--- src/logic/cra_pkg.sv ---
package cra_pkg;

  // ----------------------------------------------------------------
  // control tokens
  // ----------------------------------------------------------------
  localparam logic [7:0] TOK_WRITE  = 8'hC0;  // 192
  localparam logic [7:0] TOK_READ   = 8'hC1;  // 193
  localparam logic [7:0] TOK_PREAD  = 8'h25;  // 37
  localparam logic [7:0] TOK_END    = 8'h01;
  localparam logic [7:0] TOK_ACK    = 8'h03;
  localparam logic [7:0] TOK_NAK    = 8'h04;

  // ----------------------------------------------------------------
  // field sizes and codes
  // ----------------------------------------------------------------
  localparam logic [2:0] REPLY_LAST    = 3'h2;   // 3 reply bytes
  localparam logic [2:0] REG_LAST_CFG  = 3'h1;   // 2 register bytes
  localparam logic [2:0] DATA_LAST     = 3'h3;   // 4 data bytes
  localparam logic [7:0] PERIPH_MAX    = 8'h04;  // most bytes per peripheral read
  localparam logic [7:0] NOREPLY_LOW   = 8'hFF;  // reply low byte that mutes a write
  localparam logic [7:0] PS_RES_TYPE   = 8'h0C;  // status resource type
  localparam int         PS_RES_SHIFT  = 8;
  localparam logic [15:0] TILE_DEST_LOW = 16'hC20C;
  localparam logic [15:0] NODE_DEST_LOW = 16'hC30C;
  localparam logic [7:0]  PER_DEST_LOW  = 8'h02;
  localparam int          OUT_W         = 33;    // dest 24 + ctrl 1 + data 8

  typedef enum logic [1:0] {
    TGT_TILE   = 2'h0,
    TGT_NODE   = 2'h1,
    TGT_PERIPH = 2'h2
  } cra_target_e;

  // processor status resource id, formed by the caller
  function automatic logic [31:0] cra_ps_resource(input logic [23:0] regnum);
    cra_ps_resource = (32'(regnum) << PS_RES_SHIFT) | {24'h0, PS_RES_TYPE};
  endfunction

endpackage

--- src/logic/cra_buf2.sv ---
`timescale 1ns/100ps
module cra_buf2 #(
  parameter int W = 33
) (
  input  wire logic         clock,  // 200 MHz
  input  wire logic         rst,    // sync, active high
  input  wire logic         in_valid,  // writer has word
  output logic              in_ready,  // room for a word
  input  wire logic [W-1:0] in_word,   // word in
  output logic              out_valid, // word available
  input  wire logic         out_ready, // reader takes word
  output logic [W-1:0]      out_word   // oldest word
);
  typedef struct packed {
    logic [1:0][W-1:0] mem;
    logic              wp;
    logic              rp;
    logic [1:0]        cnt;
  } cra_buf_s;

  cra_buf_s r;
  cra_buf_s next_r;

  // ----------------------------------------------------------------
  // handshakes
  // ----------------------------------------------------------------
  assign in_ready  = (r.cnt != 2'h2);
  assign out_valid = (r.cnt != 2'h0);
  assign out_word  = r.mem[r.rp];

  // pointer and count update
  always_comb begin
    logic push;
    logic pop;
    push   = in_valid && in_ready;
    pop    = out_valid && out_ready;
    next_r = r;
    if (push) begin
      next_r.mem[r.wp] = in_word;
      next_r.wp        = ~r.wp;
    end
    if (pop) begin
      next_r.rp = ~r.rp;
    end
    if (push && !pop) begin
      next_r.cnt = r.cnt + 2'h1;
    end else if (pop && !push) begin
      next_r.cnt = r.cnt - 2'h1;
    end
  end

  always_ff @(posedge clock) begin
    if (rst) begin
      r <= '0;
    end else begin
      r <= next_r;
    end
  end
endmodule // cra_buf2

--- src/logic/cra_engine.sv ---
`timescale 1ns/100ps
module cra_engine (
  input  wire logic                 clock,       // 200 MHz
  input  wire logic                 rst,         // sync, active high
  input  wire cra_pkg::cra_target_e target,      // kind of register bank addressed
  input  wire logic                 in_valid,    // request token present
  output logic                      in_ready,    // engine takes token
  input  wire logic                 in_ctrl,     // token is a control token
  input  wire logic [7:0]           in_data,     // token value
  output logic                      out_valid,   // reply token present
  input  wire logic                 out_ready,   // receiver takes reply token
  output logic                      out_ctrl,    // reply token is control
  output logic [7:0]                out_data,    // reply token value
  output logic [23:0]               out_dest,    // reply channel-end
  output logic                      reg_req,     // access request, held till ack
  output logic                      reg_write,   // access is a write
  output cra_pkg::cra_target_e      reg_target,  // bank of the access
  output logic [15:0]               reg_addr,    // register number
  output logic [31:0]               reg_wdata,   // write data
  output logic [7:0]                reg_size,    // peripheral byte count
  input  wire logic                 reg_ack,     // access done, one pulse
  input  wire logic                 reg_ok,      // access succeeded
  input  wire logic [31:0]          reg_rdata    // read data, low bytes used
);
  import cra_pkg::*;

  typedef enum logic [3:0] {
    S_IDLE    = 4'h0,
    S_REPLY   = 4'h1,
    S_REG     = 4'h2,
    S_SIZE    = 4'h3,
    S_DATA    = 4'h4,
    S_END     = 4'h5,
    S_ACCESS  = 4'h6,
    S_HEAD    = 4'h7,
    S_BYTES   = 4'h8,
    S_TAIL    = 4'h9,
    S_DISCARD = 4'hA
  } cra_state_e;

  typedef enum logic [1:0] {
    OP_WRITE = 2'h0,
    OP_READ  = 2'h1,
    OP_PREAD = 2'h2
  } cra_op_e;

  typedef struct packed {
    cra_state_e  st;
    cra_op_e     op;
    cra_target_e tgt;
    logic        bad;    // opcode does not suit the bank
    logic [2:0]  cnt;
    logic [23:0] reply;
    logic [15:0] addr;
    logic [31:0] wdata;
    logic [7:0]  size;
    logic [31:0] rdata;
    logic        ok;
    logic        req;
  } cra_eng_s;

  cra_eng_s r;
  cra_eng_s next_r;

  logic              take;
  logic              push_valid;
  logic              push_ready;
  logic              push_ctrl;
  logic [7:0]        push_data;
  logic [OUT_W-1:0]  pop_word;

  // ----------------------------------------------------------------
  // helpers
  // ----------------------------------------------------------------
  // state after a control token where a data byte was due
  function automatic cra_state_e cra_abort(input logic [7:0] tok);
    cra_abort = (tok == TOK_END) ? S_IDLE : S_DISCARD;
  endfunction

  // number of data bytes a successful read returns
  function automatic logic [2:0] cra_nbytes(input cra_op_e op, input logic [7:0] sz);
    cra_nbytes = (op == OP_READ) ? 3'h4 : sz[2:0];
  endfunction

  // write whose reply field asks for silence
  function automatic logic cra_muted(input cra_op_e op, input logic [23:0] rep);
    cra_muted = (op == OP_WRITE) && (rep[7:0] == NOREPLY_LOW);
  endfunction

  // ----------------------------------------------------------------
  // token handshake and reply source
  // ----------------------------------------------------------------
  assign in_ready = (r.st == S_IDLE) || (r.st == S_REPLY) || (r.st == S_REG) ||
                    (r.st == S_SIZE) || (r.st == S_DATA) || (r.st == S_END) ||
                    (r.st == S_DISCARD);
  assign take     = in_valid && in_ready;

  // reply tokens only leave after the closing token
  always_comb begin
    push_valid = 1'b0;
    push_ctrl  = 1'b1;
    push_data  = TOK_END;
    unique case (r.st)
      S_HEAD: begin
        push_valid = 1'b1;
        push_data  = r.ok ? TOK_ACK : TOK_NAK;
      end
      S_BYTES: begin
        push_valid = 1'b1;
        push_ctrl  = 1'b0;
        push_data  = r.rdata[{r.cnt[1:0], 3'h0} +: 8];
      end
      S_TAIL: begin
        push_valid = 1'b1;
      end
      default: begin
        push_valid = 1'b0;
      end
    endcase
  end

  // ----------------------------------------------------------------
  // request parser and access sequencer
  // ----------------------------------------------------------------
  always_comb begin
    next_r = r;
    unique case (r.st)
      S_IDLE: begin
        if (take && in_ctrl) begin
          next_r.cnt = 3'h0;
          next_r.tgt = target;
          next_r.st  = S_REPLY;
          if (in_data == TOK_WRITE) begin
            next_r.op  = OP_WRITE;
            next_r.bad = (target == TGT_PERIPH);
          end else if (in_data == TOK_READ) begin
            next_r.op  = OP_READ;
            next_r.bad = (target == TGT_PERIPH);
          end else if (in_data == TOK_PREAD) begin
            next_r.op  = OP_PREAD;
            next_r.bad = (target != TGT_PERIPH);
          end else begin
            next_r.st = cra_abort(in_data);
          end
        end
      end
      S_REPLY: begin
        if (take) begin
          if (in_ctrl) begin
            next_r.st = cra_abort(in_data);
          end else begin
            next_r.reply = {r.reply[15:0], in_data};
            next_r.cnt   = r.cnt + 3'h1;
            if (r.cnt == REPLY_LAST) begin
              next_r.cnt = 3'h0;
              next_r.st  = S_REG;
            end
          end
        end
      end
      S_REG: begin
        if (take) begin
          if (in_ctrl) begin
            next_r.st = cra_abort(in_data);
          end else if (r.op == OP_PREAD) begin
            next_r.addr = {8'h00, in_data};
            next_r.st   = S_SIZE;
          end else begin
            next_r.addr = {r.addr[7:0], in_data};
            next_r.cnt  = r.cnt + 3'h1;
            if (r.cnt == REG_LAST_CFG) begin
              next_r.cnt = 3'h0;
              next_r.st  = (r.op == OP_WRITE) ? S_DATA : S_END;
            end
          end
        end
      end
      S_SIZE: begin
        if (take) begin
          if (in_ctrl) begin
            next_r.st = cra_abort(in_data);
          end else begin
            next_r.size = in_data;
            next_r.st   = S_END;
          end
        end
      end
      S_DATA: begin
        if (take) begin
          if (in_ctrl) begin
            next_r.st = cra_abort(in_data);
          end else begin
            next_r.wdata = {r.wdata[23:0], in_data};
            next_r.cnt   = r.cnt + 3'h1;
            if (r.cnt == DATA_LAST) begin
              next_r.cnt = 3'h0;
              next_r.st  = S_END;
            end
          end
        end
      end
      // closing token: reject, or start the access
      S_END: begin
        if (take) begin
          if (in_ctrl && (in_data == TOK_END)) begin
            if (r.bad || ((r.op == OP_PREAD) && (r.size > PERIPH_MAX))) begin
              next_r.ok = 1'b0;
              next_r.st = S_HEAD;
            end else begin
              next_r.req = 1'b1;
              next_r.st  = S_ACCESS;
            end
            if (cra_muted(r.op, r.reply) && r.bad) begin
              next_r.st = S_IDLE;
            end
          end else begin
            next_r.st = in_ctrl ? cra_abort(in_data) : S_DISCARD;
          end
        end
      end
      // swallow tokens up to the closing token
      S_DISCARD: begin
        if (take && in_ctrl && (in_data == TOK_END)) begin
          next_r.st = S_IDLE;
        end
      end
      // hold the request until the bank answers
      S_ACCESS: begin
        if (reg_ack) begin
          next_r.req   = 1'b0;
          next_r.ok    = reg_ok;
          next_r.rdata = reg_rdata;
          if (cra_muted(r.op, r.reply)) begin
            next_r.st = S_IDLE;
          end else begin
            next_r.st = S_HEAD;
          end
        end
      end
      S_HEAD: begin
        if (push_ready) begin
          if (r.ok && (r.op != OP_WRITE) && (cra_nbytes(r.op, r.size) != 3'h0)) begin
            next_r.cnt = cra_nbytes(r.op, r.size) - 3'h1;
            next_r.st  = S_BYTES;
          end else begin
            next_r.st = S_TAIL;
          end
        end
      end
      S_BYTES: begin
        if (push_ready) begin
          next_r.cnt = r.cnt - 3'h1;
          if (r.cnt == 3'h0) begin
            next_r.st = S_TAIL;
          end
        end
      end
      S_TAIL: begin
        if (push_ready) begin
          next_r.st = S_IDLE;
        end
      end
      default: begin
        next_r.st  = S_IDLE;
        next_r.req = 1'b0;
      end
    endcase
  end

  // state register, cleared by sync reset
  always_ff @(posedge clock) begin
    if (rst) begin
      r <= '0;
    end else begin
      r <= next_r;
    end
  end

  // ----------------------------------------------------------------
  // register access port
  // ----------------------------------------------------------------
  assign reg_req    = r.req;
  assign reg_write  = (r.op == OP_WRITE);
  assign reg_target = r.tgt;
  assign reg_addr   = r.addr;
  assign reg_wdata  = r.wdata;
  assign reg_size   = r.size;

  // ----------------------------------------------------------------
  // reply buffer, destination travels with each token
  // ----------------------------------------------------------------
  cra_buf2 #(
    .W (OUT_W)
  ) u_buf (
    .clock     (clock),
    .rst       (rst),
    .in_valid  (push_valid),
    .in_ready  (push_ready),
    .in_word   ({r.reply, push_ctrl, push_data}),
    .out_valid (out_valid),
    .out_ready (out_ready),
    .out_word  (pop_word)
  );

  // split the buffered word back into fields
  assign out_dest = pop_word[32:9];
  assign out_ctrl = pop_word[8];
  assign out_data = pop_word[7:0];
endmodule // cra_engine

--- config.mk ---
export PLATFORM = sky130hd
export DESIGN_NAME = cra_engine
export DESIGN_NICKNAME = d
export VERILOG_FILES = /design/src/logic/cra_pkg.sv /design/src/logic/cra_buf2.sv /design/src/logic/cra_engine.sv
export SDC_FILE = /design/constraint.sdc
export NUM_CORES = 1
export LEC_CHECK = 0
export ABC_AREA = 1
export ABC_CLOCK_PERIOD_IN_PS = 2100
export BUFFER_PORTS_ARGS = -buffer_cell sky130_fd_sc_hd__buf_4
export CAP_MARGIN = 10
export CELL_PAD_IN_SITES_DETAIL_PLACEMENT = 1
export CELL_PAD_IN_SITES_GLOBAL_PLACEMENT = 1
export CORE_MARGIN = 2
export CORE_UTILIZATION = 40
export CTS_CLUSTER_DIAMETER = 80
export DETAILED_ROUTE_END_ITERATION = 10
export GPL_TIMING_DRIVEN = 0
export PLACE_DENSITY = 0.75
export REMOVE_ABC_BUFFERS = 1
export SYNTH_ARGS = -nofsm -noshare
export SYNTH_HDL_FRONTEND = slang
export SYNTH_HIERARCHICAL = 1
export SYNTH_SLANG_ARGS = --single-unit
--- constraint.sdc ---
create_clock -name clock -period 2.1 [get_ports clock]
set_input_delay 0.315 -clock clock [delete_from_list [all_inputs] [get_ports clock]]
set_output_delay 0.315 -clock clock [all_outputs]
set_load 0.05 [all_outputs]
==> impl_metrics.csv <==
group,metric,value,unit
outcome,status,"finished, final reports clean",
drt,wl_met3,1.52,mm
grt,grt_pass1_wl,46.8,mm
drt,top_layer_used,"met4",
worst_setup_path,startpoint_type,"register",
drt,viasPerCell,5.07,
yosys,synth_top_cell_by_area,"dfxtp_1",
clock_network,cts_sinks,196,
drt,ant_nets,0,
drt,wl_per_cell,16.5,um
grt,grt_usage,23.8,%
finish,syn_to_final_growth,19.9,%
worst_setup_path,end_kind,"primary output",
yosys,yosysSeqAreaShare,41.4,%
die,die-area,24900,um2
finish,antenna_cells,0,
worst_hold_path,hold_class,"in -> reg",
die,die_h,158,um
clock_network,cts_tree,"done",
sta,rsz0062_at_grt,"true",
finish,fin_util,48.7,%
drt,drc,0,
die,ios,144,
sta,max_clock_freq,491,MHz
yosys,synth.distinct_cells,32,
drt,num_vias,9127,
yosys,synthFlopType,"dfxtp_1",
clock_network,clk_pin_slew,0.08,ns
worst_setup_path,crit_chain,"buf_12 > o21ai_0 > buf_4",
power,ir_drop,0.526,mV
sta,setup_tns,0,ns
yosys,syn_area_per_cell,6.73,um2
worst_hold_path,hp-start,"target[0]",
die,die_x,158,um
worst_setup_path,cp-startpoint,"u_buf/r[2]",
sta,setup_slack,0.0647,ns
yosys,ys_async_sr_fraction,0,%
place,place_ws,-1.70,ns
power,power.density,1120,nW/um2
finish,nets,1527,
sta,tightest_slew,0.877,ns
yosys,syn_inst,1408,
place,dpl.hpwl,17.9,mm
place,port_buffers,143,
drt,drt_iter0_drc,419,
drt,wl_met2,13.9,mm
sta,finalSetupViolations,0,
sta,skew,0.0134,ns
worst_setup_path,critPathMaxFanout,24,
worst_setup_path,worst_path_max_delay_cell,"dfxtp_4",
power,p_leak,5.04,nW
sta,holdWs,0.126,ns
sta,fin_crit,2.04,ns
yosys,synth_top_cell_area_share,41.4,%
clock_network,cts-root-buf,"clkbuf_16",
yosys,synth_area_leaders,"dfxtp_1, nand2_1, a21oi_1",
place,gp_congestion,0.847,
worst_setup_path,required,1.78,ns
flow_run,max_cap_viol_count,0,
clock_network,insertion_delay,0.44,ns
sta,slew_violations,0,
worst_setup_path,arrival,1.72,ns
die,row_count,56,
yosys,synth_area,9470,um2
drt,met1Wirelength,13.9,mm
grt,grt_start_max_net_pins,107,
worst_setup_path,cp_slowest_stage_delay,0.43,ns
grt,antenna_found_initial,0,
clock_network,clock_path_buffers,2,
finish,drive_gt1_share,17.6,%
yosys,ys_ff_latch,196,
worst_setup_path,r2r_start,"r[123]",
worst_setup_path,worstSetupPathType,"reg -> out",
sta,timing.final.crit_share,96.9,%
die,core_area,23300,um2
grt,grt-ovfl-total,0,
yosys,ys_warn_count,6,
clock_network,cts_inserted_buffers,17,
sta,relSlewSlack,41.6,%
clock_network,hold_buffers,0,
finish,fill_cells,2995,
clock_network,ctsHtreeMaxLevel,4,
grt,grt_pass1_vias,9160,
die,initial_core_util,40.6,%
drt,firstDrtPassIters,5,
yosys,synth-edff-count,0,
drt,wirelength,29.6,mm
sta,hold_viol,0,
[cells in the mapped netlist, types with 3 or more instances]
master	count
buf_6	5
nor3_1	8
buf_4	64
nand3_1	122
clkbuf_1	43
nand3b_1	3
inv_1	131
dfxtp_1	196
o21ai_0	78
a21oi_1	148
nand4_1	14
ha_1	10
nor2_1	179
nand3_2	4
clkinv_1	4
nand2_1	355
buf_2	24
[layout by cell type (no fill, tap or decap), types with 2 or more instances in the layout]
master	count
o21ai_0	78
inv_8	4
dfxtp_4	4
nand2_2	4
nand3_4	3
clkinv_8	2
buf_4	156
nand3b_1	3
nor2_2	9
o22ai_1	2
inv_2	3
nand3_1	122
dfxtp_1	188
inv_1	127
nand2_1	348
dfxtp_2	4
inv_6	4
o31ai_1	2
nand3_2	3
clkinvlp_4	6
nor2_4	13
nand4_1	14
nor2_1	167
nor3_1	7
buf_16	3
clkbuf_16	18
buf_12	4
ha_1	9
buf_6	2
a21oi_1	148
clkinv_2	3
nand2_8	2
nand2_4	4
[critical path, delay by kind of cell (launching register included)]
family | cells | cell delay (ns)
buf+inv | 2 | 0.47
compound gates | 1 | 0.37
flops | 1 | 0.43
[final cells by class]
type | instances | area, um2 | area share [%]
multi-input combinational | 948 | 4470 | 39.4
sequential | 196 | 3940 | 34.7
timing repair buffer | 166 | 1380 | 12.2
inverter | 137 | 544 | 4.79
clock buffer | 18 | 439 | 3.87
tap | 319 | 399 | 3.51
clock inverter | 14 | 163 | 1.43
timing repair inverter | 2 | 12.5 | 0.110
[layer usage]
metal  vias up  track usage, %
met5         -               0
met4         0            5.15
met3        27            5.53
met2       158            40.2
met1      4391            30.9
li1       4551               -
[sequential cells by signal (all words and copies together), names as in the netlist]
register / flops
u_buf/r: 70
r: 67
reg_wdata: 32
reg_addr: 16
reg_size: 8
reg_target: 2
reg_req: 1
[stage by stage]
| stage | std cells | total power, mW | instance area, um2 |
|---|---|---|---|
| 3_3_place_gp | 1733 | 8.67 | 10100 |
| 5_1_grt | 1800 | 13.5 | 11400 |
| 3_5_place_dp | 1739 | 8.85 | 10300 |
| 2_1_floorplan | 1271 | 7.39 | 8650 |
| 4_1_cts | 1796 | 12.6 | 11200 |
| 6_report | 1800 | 12.7 | 11400 |
[where the power goes]
group | total, mW | internal [mW] | switching (mW) | leakage, nW
Sequential | 4.38 | 4.10 | 0.278 | 1.59
Combinational | 4.99 | 1.51 | 3.49 | 3.16
Clock | 3.37 | 1.73 | 1.63 | 0.291
Total | 12.7 | 7.35 | 5.40 | 5.04
[cell families after synthesis]
group                    synth area share, %
AO/OA/AOI/OAI                           12.7
XOR/XNOR                               0.185
adder cells (fa/ha/maj)                 1.32
buffers and inverters                   14.1
flip-flops                              41.4
AND/OR/NAND/NOR                         30.3
[final timing paths]
check,to,slack (ns),depth (start not counted)
min,reg_target[0],0.13,3
max reg2reg,reg_wdata[1],0.08,10
max,out_dest[1],0.06,3
min reg2reg,r[20],0.45,2
[timing repair]
item | in CTS | in global routing
hold endpoints to repair | 0 | 0
cloned | 12 | 1
endpoints found under the setup margin | 199 | 123
resized for setup | 45 | 19
setup buffers | 13 | 3
pin swaps | 7 | 5
Note: power is estimated with default switching activity, not from simulation.
